<file path="src/core/iaps_defs.vh">
// Functional notes
// - pixel store writes only pixels whose mask bit is one, bit 0 lowest
// - pixel width comes from the status pixel-size field
// - only mask bits for pixels fitting 64 bits are consulted
// - after a pixel store the mask shifts right by 8/bytes per pixel
// - autoincrement writes offset plus base back to the base register
// - a misaligned pixel store traps instead of completing
// - an all-zero mask still issues the store with no byte enables
// - unsigned add: sum, overflow and condition both take bit 31 carry
// - signed add: overflow is carry31 xor carry30, condition when negative
// - unsigned subtract: overflow is not carry31, condition is carry31
// - signed subtract: overflow from carries, condition when src2 > src1
// - an immediate first source is sign-extended, unsigned forms too
// - writing register zero changes no register; flags and status still update
// - logical right shift saves its count in the status shift field
// - arithmetic right shift replicates the sign bit
// - shift counts use only the low five bits
// - double shift: src1 high, src2 low, right by saved count, low word
// - shifts never touch the condition flag or the floating-point registers
// - double shift dual-mode bit is taken as for floating point
`ifndef IAPS_DEFS_VH
`define IAPS_DEFS_VH
`define IAPS_ADR_CMD 6'h00
`define IAPS_ADR_SRC1 6'h04
`define IAPS_ADR_SRC2 6'h08
`define IAPS_ADR_IMM 6'h0C
`define IAPS_ADR_PSR 6'h10
`define IAPS_ADR_RES 6'h14
`define IAPS_ADR_FPLO 6'h18
`define IAPS_ADR_FPHI 6'h1C
`define IAPS_ADR_STAT 6'h20
`define IAPS_OP_ADDU 4'h1
`define IAPS_OP_ADDS 4'h2
`define IAPS_OP_SUBU 4'h3
`define IAPS_OP_SUBS 4'h4
`define IAPS_OP_SHL 4'h5
`define IAPS_OP_SHR 4'h6
`define IAPS_OP_SHRA 4'h7
`define IAPS_OP_SHRD 4'h8
`define IAPS_OP_PST 4'h9
`define IAPS_CMD_OP 3:0
`define IAPS_CMD_IMM 4
`define IAPS_CMD_DST 9:5
`define IAPS_CMD_AUTO 10
`define IAPS_CMD_DUAL 11
`define IAPS_PSR_CC 0
`define IAPS_PSR_OF 1
`define IAPS_PSR_SC 6:2
`define IAPS_PSR_PS 9:8
`define IAPS_PSR_PM 23:16
`define IAPS_PSR_DUAL 24
`define IAPS_PS_8 2'h0
`define IAPS_PS_16 2'h1
`define IAPS_PSR_RST 32'h0000_0000
`define IAPS_ZERO_REG 5'h00
`define IAPS_ALIGN 2:0
`endif

</file>
<file path="src/core/iaps_alu.v">
// The register addresses and register access over Wishbone were decided locally.
`timescale 1ns/10ps
`include "iaps_defs.vh"
module iaps_alu (
  input wire sys_clk_in,
  input wire nrst_in,
  input wire wb_cyc_in,
  input wire wb_stb_in,
  input wire wb_we_in,
  input wire [5:0] wb_adr_in,
  input wire [3:0] wb_sel_in,
  input wire [31:0] wb_dat_in,
  output reg [31:0] wb_dat_out,
  output reg wb_ack_out,
  output reg rf_we_out,
  output reg [4:0] rf_waddr_out,
  output reg [31:0] rf_wdata_out,
  output reg mem_req_out,
  output reg [31:0] mem_addr_out,
  output reg [63:0] mem_data_out,
  output reg [7:0] mem_be_out,
  output reg trap_out
);
  // software-loaded operands
  reg [31:0] src1_q;
  reg [31:0] src2_q;
  reg [15:0] imm_q;
  reg [31:0] fplo_q;
  reg [31:0] fphi_q;
  // last result, readable by software
  reg [31:0] res_q;

  // status word fields
  reg cc_q;
  reg of_q;
  reg [4:0] sc_q;
  reg [1:0] ps_q;
  reg [7:0] pm_q;
  reg dual_q;
  reg trap_q;

  // status fields reset from one word so the reset map lives in one place
  localparam [31:0] psr_rst = `IAPS_PSR_RST;

  // a request is answered one edge after it appears; writes land on the next edge, while ack is high
  wire acc = wb_cyc_in & wb_stb_in & wb_ack_out;
  wire wr = acc & wb_we_in;
  // a command needs both low lanes: a half write could not carry op and dst
  wire go = wr & (wb_adr_in == `IAPS_ADR_CMD) & wb_sel_in[0] & wb_sel_in[1];
  wire psr_wr = wr & (wb_adr_in == `IAPS_ADR_PSR);
  wire stat_wr = wr & (wb_adr_in == `IAPS_ADR_STAT);

  wire [3:0] op = wb_dat_in[`IAPS_CMD_OP];
  wire use_imm = wb_dat_in[`IAPS_CMD_IMM];
  wire [4:0] dst = wb_dat_in[`IAPS_CMD_DST];
  wire auto = wb_dat_in[`IAPS_CMD_AUTO];
  wire dual = wb_dat_in[`IAPS_CMD_DUAL];

  // one decode per special op keeps the execute block readable
  wire is_shr = (op == `IAPS_OP_SHR);
  wire is_shrd = (op == `IAPS_OP_SHRD);

  // the immediate is sign-extended for the unsigned forms as well
  wire [31:0] imm_sx = {{16{imm_q[15]}}, imm_q};
  wire [31:0] a = use_imm ? imm_sx : src1_q;
  wire [31:0] b = src2_q;
  // only the low five count bits are used, so counts wrap at 32
  wire [4:0] cnt = src1_q[4:0];

  // subtract adds the inverted second source with a carry in
  wire is_sub = (op == `IAPS_OP_SUBU) | (op == `IAPS_OP_SUBS);
  wire [31:0] bx = is_sub ? ~b : b;
  wire cin = is_sub;
  wire [32:0] sum = {1'b0, a} + {1'b0, bx} + {32'h0000_0000, cin};
  // carry into bit 31 comes from a separate add of the low 31 bits
  wire [31:0] lo31 = {1'b0, a[30:0]} + {1'b0, bx[30:0]} +
                     {31'h0000_0000, cin};
  wire c31 = sum[32];
  wire c30 = lo31[31];
  wire sov = c31 ^ c30;
  // the true sign survives overflow, so compares hold at the extremes
  wire sneg = sum[31] ^ sov;

  // the double shift uses the count saved by the last logical right shift
  wire [63:0] dbl = {src1_q, src2_q} >> sc_q;
  wire [31:0] sra = $signed(b) >>> cnt;

  // pixel store address and byte enables
  wire [31:0] ea = imm_sx + src2_q;
  // the store always moves a doubleword, so alignment is on 8 bytes
  wire misal = |ea[`IAPS_ALIGN];
  wire [7:0] be;
  genvar i;
  generate
    for (i = 0; i < 8; i = i + 1) begin : g_be
      wire pm8 = pm_q[i];
      wire pm16 = pm_q[i / 2];
      wire pm32 = pm_q[i / 4];
      // byte i belongs to pixel i>>ps, or i>>2 when ps is 3; higher mask bits never reached
      assign be[i] = (ps_q == `IAPS_PS_8) ? pm8 :
                     (ps_q == `IAPS_PS_16) ? pm16 :
                     pm32;
    end
  endgenerate

  // the mask moves on by the number of pixels one doubleword holds
  reg [7:0] pm_next;
  always @* begin
    case (ps_q)
      `IAPS_PS_8: pm_next = 8'h00; // all eight bits used up
      `IAPS_PS_16: pm_next = {4'h0, pm_q[7:4]};
      default: pm_next = {2'h0, pm_q[7:2]};
    endcase
  end

  reg [31:0] res;
  reg wres;
  reg upd_flags;
  reg nc;
  reg no;
  always @* begin
    res = 32'h0000_0000;
    wres = 1'b1;
    upd_flags = 1'b0;
    nc = cc_q;
    no = of_q;
    case (op)
      `IAPS_OP_ADDU: begin
        res = sum[31:0];
        upd_flags = 1'b1;
        nc = c31;
        no = c31;
      end
      `IAPS_OP_ADDS: begin
        res = sum[31:0];
        upd_flags = 1'b1;
        nc = sneg;
        no = sov;
      end
      `IAPS_OP_SUBU: begin
        res = sum[31:0];
        upd_flags = 1'b1;
        nc = c31;
        no = ~c31;
      end
      `IAPS_OP_SUBS: begin
        res = sum[31:0];
        upd_flags = 1'b1;
        nc = sneg;
        no = sov;
      end
      // shifts leave upd_flags low, so both flags keep their value
      `IAPS_OP_SHL: begin
        res = b << cnt;
        upd_flags = 1'b0;
      end
      `IAPS_OP_SHR: begin
        res = b >> cnt;
        upd_flags = 1'b0;
      end
      `IAPS_OP_SHRA: begin
        res = sra;
        upd_flags = 1'b0;
      end
      `IAPS_OP_SHRD: begin
        res = dbl[31:0];
        upd_flags = 1'b0;
      end
      `IAPS_OP_PST: begin
        res = ea;
        // a trapping store must not touch the base register
        wres = auto & ~misal;
      end
      default: begin
        // unknown op codes write no register, but still clear the result register
        wres = 1'b0;
      end
    endcase
  end

  wire is_pst = (op == `IAPS_OP_PST);

  // execute
  always @(posedge sys_clk_in) begin
    if (!nrst_in) begin
      res_q <= 32'h0000_0000;
      cc_q <= psr_rst[`IAPS_PSR_CC];
      of_q <= psr_rst[`IAPS_PSR_OF];
      sc_q <= psr_rst[`IAPS_PSR_SC];
      ps_q <= psr_rst[`IAPS_PSR_PS];
      pm_q <= psr_rst[`IAPS_PSR_PM];
      dual_q <= psr_rst[`IAPS_PSR_DUAL];
      rf_we_out <= 1'b0;
      rf_waddr_out <= 5'h00;
      rf_wdata_out <= 32'h0000_0000;
      mem_req_out <= 1'b0;
      mem_addr_out <= 32'h0000_0000;
      mem_data_out <= 64'h0000_0000_0000_0000;
      mem_be_out <= 8'h00;
      trap_out <= 1'b0;
    end else begin
      rf_we_out <= 1'b0;
      mem_req_out <= 1'b0;
      trap_out <= 1'b0;
      if (go) begin
        // everything settles at this one edge
        res_q <= res;
        rf_waddr_out <= dst;
        rf_wdata_out <= res;
        rf_we_out <= wres & (dst != `IAPS_ZERO_REG);
        if (upd_flags) begin
          cc_q <= nc; // shifts leave it alone
          of_q <= no;
        end
        if (is_shr)
          sc_q <= cnt;
        if (is_shrd)
          dual_q <= dual;
        if (is_pst) begin
          trap_out <= misal;
          // mask and bus cycle only move when the store really goes out
          if (!misal) begin
            // bus cycle goes out even with an empty mask
            mem_req_out <= 1'b1;
            mem_addr_out <= ea;
            mem_data_out <= {fphi_q, fplo_q};
            mem_be_out <= be;
            pm_q <= pm_next;
          end
        end
      end else if (psr_wr) begin
        // a command is listed first, so it wins over a status write
        if (wb_sel_in[0]) begin
          cc_q <= wb_dat_in[`IAPS_PSR_CC];
          of_q <= wb_dat_in[`IAPS_PSR_OF];
        end
        // the count lies in lane 0 only, but is written only when lanes 0 and 1 are both selected
        if (wb_sel_in[0] && wb_sel_in[1])
          sc_q <= wb_dat_in[`IAPS_PSR_SC];
        if (wb_sel_in[1])
          ps_q <= wb_dat_in[`IAPS_PSR_PS];
        if (wb_sel_in[2])
          pm_q <= wb_dat_in[`IAPS_PSR_PM];
      end
    end
  end

  // sticky trap: set by a trapping store, cleared by writing one; the set
  // wins when both fall on one edge so no trap is ever lost
  always @(posedge sys_clk_in) begin
    if (!nrst_in) begin
      trap_q <= 1'b0;
    end else if (go && is_pst && misal) begin
      trap_q <= 1'b1;
    end else if (stat_wr && wb_sel_in[0] && wb_dat_in[0]) begin
      trap_q <= 1'b0;
    end
  end

  // operand registers, byte-lane writable
  // operands keep their value across commands so software may reuse them
  function [31:0] lanes;
    input [31:0] old;
    input [31:0] nw;
    input [3:0] sel;
    begin
      lanes = {sel[3] ? nw[31:24] : old[31:24],
               sel[2] ? nw[23:16] : old[23:16],
               sel[1] ? nw[15:8] : old[15:8],
               sel[0] ? nw[7:0] : old[7:0]};
    end
  endfunction

  always @(posedge sys_clk_in) begin
    if (!nrst_in) begin
      src1_q <= 32'h0000_0000;
      src2_q <= 32'h0000_0000;
      imm_q <= 16'h0000;
      fplo_q <= 32'h0000_0000;
      fphi_q <= 32'h0000_0000;
    end else if (wr) begin
      case (wb_adr_in)
        `IAPS_ADR_SRC1: src1_q <= lanes(src1_q, wb_dat_in, wb_sel_in);
        `IAPS_ADR_SRC2: src2_q <= lanes(src2_q, wb_dat_in, wb_sel_in);
        `IAPS_ADR_IMM: begin
          // only the low half exists; it is sign-extended where used
          if (wb_sel_in[0])
            imm_q[7:0] <= wb_dat_in[7:0];
          if (wb_sel_in[1])
            imm_q[15:8] <= wb_dat_in[15:8];
        end
        `IAPS_ADR_FPLO: fplo_q <= lanes(fplo_q, wb_dat_in, wb_sel_in);
        `IAPS_ADR_FPHI: fphi_q <= lanes(fphi_q, wb_dat_in, wb_sel_in);
        default: ;
      endcase
    end
  end

  // status word as seen by software
  wire [31:0] psr_rd;
  assign psr_rd[`IAPS_PSR_CC] = cc_q;
  assign psr_rd[`IAPS_PSR_OF] = of_q;
  assign psr_rd[`IAPS_PSR_SC] = sc_q;
  // reserved bits read as zero
  assign psr_rd[7] = 1'b0;
  assign psr_rd[`IAPS_PSR_PS] = ps_q;
  assign psr_rd[15:10] = 6'h00;
  assign psr_rd[`IAPS_PSR_PM] = pm_q;
  assign psr_rd[`IAPS_PSR_DUAL] = dual_q;
  assign psr_rd[31:25] = 7'h00;

  // unmapped offsets and the command word read back as zero
  reg [31:0] rd;
  always @* begin
    case (wb_adr_in)
      `IAPS_ADR_SRC1: rd = src1_q;
      `IAPS_ADR_SRC2: rd = src2_q;
      `IAPS_ADR_IMM: rd = {16'h0000, imm_q};
      `IAPS_ADR_PSR: rd = psr_rd;
      `IAPS_ADR_RES: rd = res_q;
      `IAPS_ADR_FPLO: rd = fplo_q;
      `IAPS_ADR_FPHI: rd = fphi_q;
      `IAPS_ADR_STAT: rd = {31'h0000_0000, trap_q};
      default: rd = 32'h0000_0000;
    endcase
  end

  // one wait state keeps read data and ack both straight from flops
  always @(posedge sys_clk_in) begin
    if (!nrst_in) begin
      wb_ack_out <= 1'b0;
      wb_dat_out <= 32'h0000_0000;
    end else begin
      // no ack in the cycle after an ack, so each request gets exactly one
      wb_ack_out <= wb_cyc_in & wb_stb_in & ~wb_ack_out;
      // refreshed every cycle; the master takes it at the ack edge
      wb_dat_out <= rd;
    end
  end
endmodule // iaps_alu

</file>
<file path="config.mk">
export PLATFORM = sky130hd
export DESIGN_NAME = iaps_alu
export DESIGN_NICKNAME = d
export VERILOG_FILES = /design/src/core/iaps_alu.v
export VERILOG_INCLUDE_DIRS = /design/src /design/src/core
export SDC_FILE = /design/constraint.sdc
export NUM_CORES = 1
export LEC_CHECK = 0
export ABC_CLOCK_PERIOD_IN_PS = 10800
export BUFFER_PORTS_ARGS = -buffer_cell sky130_fd_sc_hd__buf_4
export CAP_MARGIN = 20
export CORE_UTILIZATION = 38
export CTS_BUF_LIST = sky130_fd_sc_hd__clkbuf_8 sky130_fd_sc_hd__clkbuf_16
export DETAILED_ROUTE_END_ITERATION = 10
export PLACE_DENSITY_LB_ADDON = 0.25
export SLEW_MARGIN = 20
export SYNTH_ARGS = -nofsm -noshare
export SYNTH_HDL_FRONTEND = slang
export SYNTH_SLANG_ARGS = --single-unit
</file>
<file path="constraint.sdc">
create_clock -name sys_clk_in -period 10.8 [get_ports sys_clk_in]
set_input_delay 1.62 -clock sys_clk_in [delete_from_list [all_inputs] [get_ports sys_clk_in]]
set_output_delay 1.62 -clock sys_clk_in [all_outputs]
set_load 0.1 [all_outputs]
</file>
## Word level (Yosys, flattened, before mapping)

Index checks and enable logic that the tools add are counted.

- Bits in registers: 340
- Input port bits: 47
- Logic and storage cells: 171

- Reduce and logical (&&, ||, !) cells: 45
- Multiplexer cells: 39
- Bitwise gates (word level): 19
- $add $sub $neg: 5
- Shifts and indexed selects: 4
- Equal/unequal tests: 24

Operator list:

| operator | count |
|---|---|
| 32-bit case mux with 8 select lines | 1 |
| 32-bit case mux with 6 select lines | 1 |
| 3-bit AND reduction | 22 |
| 32-bit 2-to-1 mux | 2 |
| 64-bit by 5-bit right shift with 32-bit output | 1 |
| 8-bit 2-to-1 mux | 5 |
| 32-bit by 32-bit adder with 33-bit output | 1 |
| 33-bit by 1-bit adder with 33-bit output | 1 |
| 31-bit by 31-bit adder with 32-bit output | 1 |
| 32-bit by 1-bit adder with 32-bit output | 1 |
| 32-bit adder | 1 |
| 32-bit inverter | 1 |
| 32-bit by 5-bit << shifter with 32-bit output | 1 |
| 32-bit by 5-bit right shift with 32-bit output | 1 |
| 32-bit by 5-bit >>> shifter with 32-bit output | 1 |
| 6-bit by 5-bit equality test with 1-bit output, second input constant | 4 |
| 1-bit 2-to-1 mux | 22 |
| 5-bit 2-to-1 mux | 4 |
| 4-bit by 3-bit equality test with 1-bit output, second input constant | 4 |
| 6-bit by 4-bit equality test with 1-bit output, second input constant | 2 |
| 6-bit case mux with 2 select lines | 1 |
| 4-bit AND reduction | 3 |
| 1-bit AND | 11 |
| 2-bit nonzero test | 5 |
| other kinds (24) | 39 |

## Longest topological paths before layout

Gate-level depths: netlist (run 1).

- Word-level depth: 10
- Mapped depth: 17

## Worst setup path after synthesis (run 1)

Ideal clock, no wire load.

- Path type: input port to flip-flop
- Start: input port wb_dat_in[3]
- End: register of_q
- Data required time: 10.709 ns
- Setup slack: 5.736 ns
- Stages: 16
- Buffers on the path: 4
- Data arrival time: 4.973 ns
- Cell sequence: buf_2 -> buf_1 -> a21o_1 -> clkbuf_1 -> clkbuf_1 -> xnor2_1 -> fa_1 -> a21oi_1 -> o211ai_1 -> a211oi_1 -> o21ai_0 -> a31oi_1 -> o31ai_1 -> a21o_1 -> xnor2_1 -> a311oi_1

- Word-level cells in the longest chain between the ends: 9
- Elaborated cells on any way between the ends: 21

Ends and longest elaborated chain:

| what | line | RTL |
|---|---|---|
| start, declared | iaps_alu.v:12 | `input wire [31:0] wb_dat_in,` |
| 4-bit by 2-bit equality test with 1-bit output or 4-bit by 3-bit equality test with 1-bit output (tied branches) | iaps_alu.v:127 | `case (op)` |
| 1-bit bitwise OR | iaps_alu.v:71 | `` wire is_sub = (op == `IAPS_OP_SUBU) \| (op == `IAPS_OP_SUBS); `` |
| 32-bit 2-to-1 mux | iaps_alu.v:72 | `wire [31:0] bx = is_sub ? ~b : b;` |
| 32-bit by 32-bit adder with 33-bit output or 31-bit by 31-bit adder with 32-bit output (tied branches) | iaps_alu.v:74, iaps_alu.v:76 |  |
| 33-bit by 1-bit adder with 33-bit output or 32-bit by 1-bit adder with 32-bit output (tied branches) | iaps_alu.v:74, iaps_alu.v:76 |  |
| 1-bit XOR or 1-bit inverter (tied branches) | iaps_alu.v:80, iaps_alu.v:144 |  |
| 1-bit case mux with 3 select lines | iaps_alu.v:127 |  |
| 1-bit 2-to-1 mux | iaps_alu.v:211 | `if (upd_flags) begin` |
| 1-bit 2-to-1 mux | iaps_alu.v:205 | `if (go) begin` |
| end signal, assigned | iaps_alu.v:188 | `` of_q <= psr_rst[`IAPS_PSR_OF]; `` |
| end signal, assigned | iaps_alu.v:213 | `of_q <= no;` |
| end signal, assigned | iaps_alu.v:235 | `` of_q <= wb_dat_in[`IAPS_PSR_OF]; `` |
| end, declared | iaps_alu.v:35 | `reg of_q;` |

Several ways; a longest one is shown, not always the timed one. The select of a mux whose other input is x is not followed.
A chain may end at the register's enable or synchronous reset.

## Worst setup path in the final report (run 1)

- Start: input port wb_dat_in[0]
- End: register of_q

Same word-level chain as after synthesis.

==> results of run 1 <==
[final timing paths]
kind | slack [ns] | cells past startpoint | endpoint
setup reg to reg | 6.29 | 9 | res_q[18]$_SDFFE_PN0P_
setup / recovery | 5.44 | 15 | of_q$_SDFFE_PN0P_
hold / removal | 0.45 | 1 | wb_ack_out$_SDFF_PN0_
hold reg to reg | 0.45 | 1 | wb_ack_out$_SDFF_PN0_
[flip-flops by register name (all words and copies together), names as in the netlist, 8 cells and up]
| name | count |
|---|---|
| mem_data_out | 64 |
| b | 32 |
| fphi_q | 32 |
| fplo_q | 32 |
| mem_addr_out | 32 |
| res_q | 32 |
| src1_q | 32 |
| wb_dat_out | 32 |
| imm_q | 16 |
| mem_be_out | 8 |
| pm_q | 8 |
[cell usage after synthesis (all sizes together), types with 22 or more instances]
library cell | number | area, µm²
a31oi | 49 | 307
a211oi | 50 | 380
a21oi | 365 | 1830
a22oi | 89 | 668
ha | 62 | 776
o21ai | 132 | 668
inv | 50 | 188
mux2i | 203 | 2030
nor3 | 33 | 165
mux2 | 57 | 642
o211ai | 39 | 293
xor2 | 29 | 254
nand2b | 22 | 138
nand3 | 160 | 801
a21o | 35 | 263
mux4 | 47 | 1060
and2 | 23 | 144
nand2 | 563 | 2110
clkbuf | 218 | 818
buf | 68 | 357
dfxtp | 340 | 6810
xnor2 | 65 | 569
nor2 | 193 | 724
[cell families (layout without fill, tap and decap cells)]
family / count (synthesis) / count (layout) / share of synthesized area
AND/OR/NAND/NOR: 1089 / 1089 / 0.197
buffers and inverters: 339 / 405 / 0.0572
XOR/XNOR: 94 / 94 / 0.0342
other: 0 / 1 / 0
flip-flops: 340 / 340 / 0.283
AO/OA/AOI/OAI: 916 / 916 / 0.240
adder cells (fa/ha/maj): 64 / 64 / 0.0339
multiplexers: 307 / 307 / 0.155
[per-layer routing]
layer | global-route usage | up-vias
met5 | 0 | -
met4 | 0.193 | 2
met3 | 0.0756 | 352
met2 | 0.494 | 1568
met1 | 0.438 | 12200
li1 | - | 11500
[critical path, delay by kind of cell]
kind / cells / cell delay, ns
XOR/XNOR: 2 / 0.29
AO/OA/AOI/OAI: 8 / 2.41
AND/OR/NAND/NOR: 2 / 0.52
adder cells (fa/ha/maj): 1 / 0.46
buffers and inverters: 2 / 0.51
[final cells by class]
type / instances / area share
diodes: 1 / 0.0000916
clock buffers: 42 / 0.0368
clock inverters: 25 / 0.00577
inverters: 53 / 0.00756
multi-input cells: 2470 / 0.583
flip-flops and latches: 340 / 0.250
well taps: 837 / 0.0383
repair buffers: 285 / 0.0783
[power groups by stage]
stage	clock network (µW)	logic [µW]	registers, µW
finish	1250	127	1250
global route	1310	131	1250
floorplan	0	67.1	1280
CTS	1260	122	1250
global placement	0	122	1280
detailed placement	0	122	1280
[stage by stage]
| step | power, µW | util | setup slack (ns) | instance area [µm²] |
|---|---|---|---|---|
| global route | 2690 | 0.440 | 5.18 | 27300 |
| floorplan | 1350 | - | 5.74 | 24000 |
| global placement | 1400 | 0.421 | 5.07 | 26100 |
| finish | 2630 | 0.440 | 5.44 | 27300 |
| detailed placement | 1400 | 0.421 | 5.05 | 26100 |
| CTS | 2640 | 0.440 | 5.62 | 27300 |
==> results.py, run 1 <==
metrics = {
    "synthesis": {
        "synth_fp_nets": 3260,
        "yosys_warnings": 0,
        "ys_seq_area_frac": 0.283,
        "avgSynthCellArea_um2": 7.63,
        "yosys_register_bits": 340,
        "synth_area_um2": 24000,
        "syn_inst": 3149,
        "synth_edf_count": 0,
        "synth_ff_type": "dfxtp_1",
        "synth-async-reset-ratio": 0,
        "ys_types": 77,
    },
    "clock_tree": {
        "cts-root-buf": "clkbuf_16",
        "postCtsSetupBuffers": 0,
        "cts_max_level": 2,
        "cts_buffers": 38,
        "clk_transition_reported_paths_ns": 0.07,
        "cts_tree": "built",
        "hold_buffers": 0,
        "cts_resized": 0,
        "cts_sinks": 340,
        "insertion_delay_ns": 0.58,
        "clk_path_buf_depth": 3,
    },
    "critical_path": {
        "critPathMaxStageDelay_ns": 0.53,
        "arrival_ns": 5.84,
        "crit_start": "wb_dat_in[0]",
        "crit_type": "primary input to flip-flop",
        "crit_path_max_fanout": 31,
        "slowest_stage": "o21ai_0",
        "path_cells": "buf_4, or3b_4, a21o_1, buf_4, xnor2_1, ha_1, nand2_1, o21ai_0, o2111ai_1, o21ai_0, a31oi_1, o31ai_1, a21o_1, xnor2_1, a311oi_1",
        "setup.worst_path.end_class": "flip-flop",
        "cp.required_ns": 11.28,
        "r2r-start": "b[11]$_SDFFE_PN0P_",
        "startpoint_type": "primary input",
    },
    "timing": {
        "tns_ns": 0,
        "finalCriticalPeriod_ns": 5.36,
        "fin_skew_ns": 0.0354,
        "post-route-period-util": 0.496,
        "max_freq_mhz": 187,
        "finalHoldWorstSlack_ns": 0.446,
        "tightest_slew_ns": 1.20,
        "maxSlewHeadroom": 0.200,
        "finalMaxSlewViolations": 0,
        "rsz0062_at_grt": "false",
        "hold_violations": 0,
        "setup_viol": 0,
    },
    "finish": {
        "drive_above_1_share": 0.151,
        "final_cell_mix": "563 x nand2_1, 364 x a21oi_1, 334 x dfxtp_1",
        "final_cells": 4053,
        "fillers": 6278,
        "multiInputGateArea_um2": 15900,
        "final_common_cell": "nand2_1",
        "regArea_um2": 6820,
        "final_nets": 3299,
        "syn2layout_area_growth_pct": 13.6,
    },
    "power": {
        "p_int_uw": 1960,
        "p_leak_uw": 0.0103,
        "clkPwrFrac": 0.475,
        "ir_worst_vdd_mv": 0.0977,
        "p_seq_frac": 0.476,
        "p_sw_uw": 667,
        "pwr-share-comb": 0.048,
        "power_density_nw_per_um2": 96.3,
        "swShare": 0.253,
    },
    "placement": {
        "dp_cells": 3985,
        "hpwl_mm": 80.3,
        "port_buffers": 223,
        "place.gp.congestion": 1.10,
    },
    "worst_hold_path": {
        "hp-start": "wb_ack_out$_SDFF_PN0_",
        "hp-class": "flip-flop to flip-flop",
    },
    "routing": {
        "highest_layer": "met5",
        "wl_met2_mm": 46.5,
        "routed-wl-met3_mm": 12.0,
        "drtPass1Iterations": 7,
        "avgRoutedWirePerCell_um": 26.9,
        "antenna_left": 0,
        "routed_wl_mm": 109,
        "via_per_inst": 6.31,
        "drt_iter0_drc": 3614,
        "drc_errors": 0,
        "wl_met1_mm": 43.4,
        "num_vias": 25600,
    },
    "global_route": {
        "grt_util_all_layers": 0.332,
        "grt_first_pass_wirelength_mm": 160,
        "grt_max_degree": 96,
        "grt_pass1_vias": 23800,
        "grt-ovfl-total": 0,
        "antenna_found_initial": 1,
    },
    "die": {
        "initial_utilization": 0.387,
        "die_x_um": 254,
        "ios": 224,
        "dieArea_um2": 64300,
        "die_h_um": 254,
        "coreArea_um2": 62100,
        "num_rows": 91,
    },
    "run": {
        "maxCapViolations": 0,
    },
    "outcome": {
        "status": "finished, final reports clean",
    },
}
(Power assumes the default switching activity.)
==> inputs of run 2 (changes only) <==
--- a/config.mk
+++ b/config.mk
@@ -6,7 +6,8 @@
 export SDC_FILE = /design/constraint.sdc
 export NUM_CORES = 1
 export LEC_CHECK = 0
-export ABC_CLOCK_PERIOD_IN_PS = 10800
+export ABC_AREA = 1
+export ABC_CLOCK_PERIOD_IN_PS = 4600
 export BUFFER_PORTS_ARGS = -buffer_cell sky130_fd_sc_hd__buf_4
 export CAP_MARGIN = 20
 export CORE_UTILIZATION = 38
==> constraint.sdc (replaced) <==
create_clock -name sys_clk_in -period 4.6 [get_ports sys_clk_in]
set_input_delay 0.69 -clock sys_clk_in [delete_from_list [all_inputs] [get_ports sys_clk_in]]
set_output_delay 0.69 -clock sys_clk_in [all_outputs]
set_load 0.1 [all_outputs]
==> run 2 against run 1 <==
  * Flip-flop and latch count is the same
  * Synthesized area grew 0.83%
  * Clock power grew to 2.6 times the previous value
  * First-iteration DRC count grew 14%
  * Worst setup slack lost 4.5 ns
  * Highest routed layer unchanged
  * Critical path depth grew 6
  * Clock skew grew 0.0061 ns
  * Die area grew 0.82%
  * Global-route usage grew 6.0 points
  * Clock-buffer cell count grew 2
  * Non-clock buffer count grew 18
==> results.py, run 2 <==
metrics = {
    "power": {
        "ir_worst_vdd_mv": 0.249,
        "p_leak_uw": 0.0121,
        "pwr-share-comb": 0.046,
        "swShare": 0.254,
        "p_seq_frac": 0.450,
        "p_int_uw": 4880,
        "p_sw_uw": 1660,
        "clkPwrFrac": 0.503,
        "power_density_nw_per_um2": 233,
    },
    "clock_tree": {
        "postCtsSetupBuffers": 0,
        "cts_resized": 0,
        "hold_buffers": 0,
        "cts-root-buf": "clkbuf_16",
        "cts_buffers": 40,
        "clk_path_buf_depth": 3,
        "cts_max_level": 2,
        "cts_tree": "built",
        "clk_transition_reported_paths_ns": 0.07,
        "cts_sinks": 340,
        "insertion_delay_ns": 0.60,
    },
    "critical_path": {
        "crit_top_cell": "nand2_1",
        "crit_path_max_fanout": 31,
        "slowest_stage": "ha_1",
        "critPathMaxStageDelay_ns": 0.40,
        "crit_type": "primary input to flip-flop",
        "arrival_ns": 4.16,
        "path_cells": "buf_4, nor2_1, nand2_1, nand2_1, buf_12, xor2_1, ha_1, nand2_1, nor2_1, inv_1, nor2_1, nand4_1, nand3_1, nor2_1, nor2_1, nand2_1, nand2_1, inv_1, nand2_1, nand2_1, a21oi_1",
        "cp.required_ns": 5.13,
        "startpoint_type": "primary input",
        "setup.worst_path.end_class": "flip-flop",
        "crit_family": "simple AND/OR/NAND/NOR gates",
        "cp_num_buf_inv": 4,
    },
    "synthesis": {
        "synth_fp_nets": 4092,
        "synth_edf_count": 0,
        "synth_top_area_cell": "dfxtp_1",
        "synth_ff_type": "dfxtp_1",
        "ys_types": 57,
        "avgSynthCellArea_um2": 6.09,
        "yosys_register_bits": 340,
        "yosys_warnings": 0,
        "yosysMostFrequentCell": "nand2_1",
        "synthTopCellsByArea": "dfxtp_1 28%, nand2_1 16%, o21ai_0 9.4%",
        "synth-async-reset-ratio": 0,
        "synth_area_um2": 24200,
        "synth_top_area_share": 0.281,
        "syn_inst": 3981,
        "synth_common_cells": "1028 x nand2_1, 454 x o21ai_0, 418 x a21oi_1",
        "ys_seq_area_frac": 0.281,
    },
    "routing": {
        "drc_errors": 0,
        "routed_wl_mm": 130,
        "antenna_left": 0,
        "drt_iter0_drc": 4124,
        "avgRoutedWirePerCell_um": 26.1,
        "via_per_inst": 5.95,
        "num_vias": 29600,
        "drtPass1Iterations": 7,
    },
    "timing": {
        "rsz0062_at_grt": "false",
        "tns_ns": 0,
        "hold_violations": 0,
        "fin_skew_ns": 0.0415,
        "max_freq_mhz": 275,
        "post-route-period-util": 0.790,
        "tightest_slew_ns": 1.11,
        "setup_viol": 0,
        "maxSlewHeadroom": 0.255,
        "finalCriticalPeriod_ns": 3.64,
        "finalMaxSlewViolations": 0,
    },
    "die": {
        "num_rows": 92,
        "dieArea_um2": 64800,
        "coreArea_um2": 63100,
        "die_h_um": 255,
        "die_x_um": 255,
        "initial_utilization": 0.384,
        "ios": 224,
    },
    "global_route": {
        "grt_max_degree": 227,
        "grt-ovfl-total": 0,
        "grt_util_all_layers": 0.392,
        "grt_pass1_vias": 26600,
        "antenna_found_initial": 8,
        "grt_first_pass_wirelength_mm": 185,
    },
    "finish": {
        "final_nets": 4202,
        "top_register": "mem_data_out",
        "final_common_cell": "nand2_1",
        "final_cell_mix": "1027 x nand2_1, 454 x o21ai_0, 418 x a21oi_1",
        "syn2layout_area_growth_pct": 15.8,
        "largest_register_ffs": 64,
        "final_util": 0.445,
        "final_cells": 4971,
        "drive_above_1_share": 0.108,
    },
    "worst_hold_path": {
        "hp-class": "primary input to flip-flop",
    },
    "outcome": {
        "status": "finished, final reports clean",
    },
    "placement": {
        "place.gp.congestion": 1.12,
        "hpwl_mm": 101,
        "dp_cells": 4895,
        "port_buffers": 223,
    },
    "run": {
        "maxCapViolations": 0,
    },
}
[run 2: path summary, 6_finish.rpt]
path	from	endpoint	slack, ns	cells after the start
max reg2reg	b[0]$_SDFFE_PN0P_	res_q[28]$_SDFFE_PN0P_	0.98	16
max	wb_dat_in[0]	res_q[17]$_SDFFE_PN0P_	0.96	21
min	wb_stb_in	wb_ack_out$_SDFF_PN0_	0.35	3
min reg2reg	mem_addr_out[2]$_SDFFE_PN0P_	mem_addr_out[2]$_SDFFE_PN0P_	0.44	2
[run 2: metal layers]
| layer | wire length [µm] | global-route usage |
|---|---|---|
| met2 | 52700 | 0.560 |
| met1 | 52600 | 0.527 |
| met4 | 9860 | 0.254 |
| met3 | 14500 | 0.0908 |
| met5 | 37 | 0 |
[run 2: cell families (layout without fill, tap and decap cells)]
| group | after synthesis | count (layout) | share of synthesized area |
|---|---|---|---|
| simple gates | 1825 | 1825 | 0.315 |
| mux | 15 | 15 | 0.00619 |
| flops | 340 | 340 | 0.281 |
| compound gates | 1144 | 1144 | 0.259 |
| other cells | 0 | 6 | 0 |
| xor+xnor | 49 | 49 | 0.0177 |
| buf+inv | 544 | 682 | 0.0874 |
| fa+ha+maj | 64 | 64 | 0.0337 |
[run 2: power by group through the flow]
| stage | sequential (µW) | combinational [µW] | clock, µW |
|---|---|---|---|
| final | 2940 | 303 | 3290 |
| after global placement | 3010 | 292 | 0 |
| after CTS | 2940 | 293 | 3290 |
| after detailed placement | 3010 | 292 | 0 |
| after floorplan | 3010 | 158 | 0 |
| after global routing | 2940 | 319 | 3420 |
[run 2: through the flow]
stage	hold WS (ns)	total power, µW	instance area [µm²]	worst slack [ns]
6_report	0.353	6540	28100	0.964
5_1_grt	0.360	6680	28000	0.826
4_1_cts	0.339	6530	28000	1.18
3_5_place_dp	0.427	3300	26700	0.644
3_3_place_gp	0.426	3300	26700	0.584
2_1_floorplan	0.436	3170	24200	1.55
[run 2: final cells by class]
cell class	instances	area, µm²
Sequential cell	340	6820
Clock inverter	26	279
Antenna cell	6	15.0
Tap cell	846	1060
Multi-Input combinational cell	3097	15300
Timing Repair Buffer	303	2340
Inverter	309	1160
Clock buffer	44	1060
Fill cell	6883	35000
[run 2: worst reg2reg max path, cell delays in order, from the launching register on]
cell and delay [ns]:
dfxtp_1 0.54, ha_1 0.36, inv_1 0.09, fa_1 0.41, inv_1 0.09, nand3_1 0.08, nand2_1 0.18, nand2_1 0.07
nand2_1 0.17, nand2_1 0.09, o21ai_0 0.36, nand2_1 0.17, nand3_1 0.12, nand3_1 0.40, nand3_1 0.24, nand2_1 0.07
a21oi_1 0.12
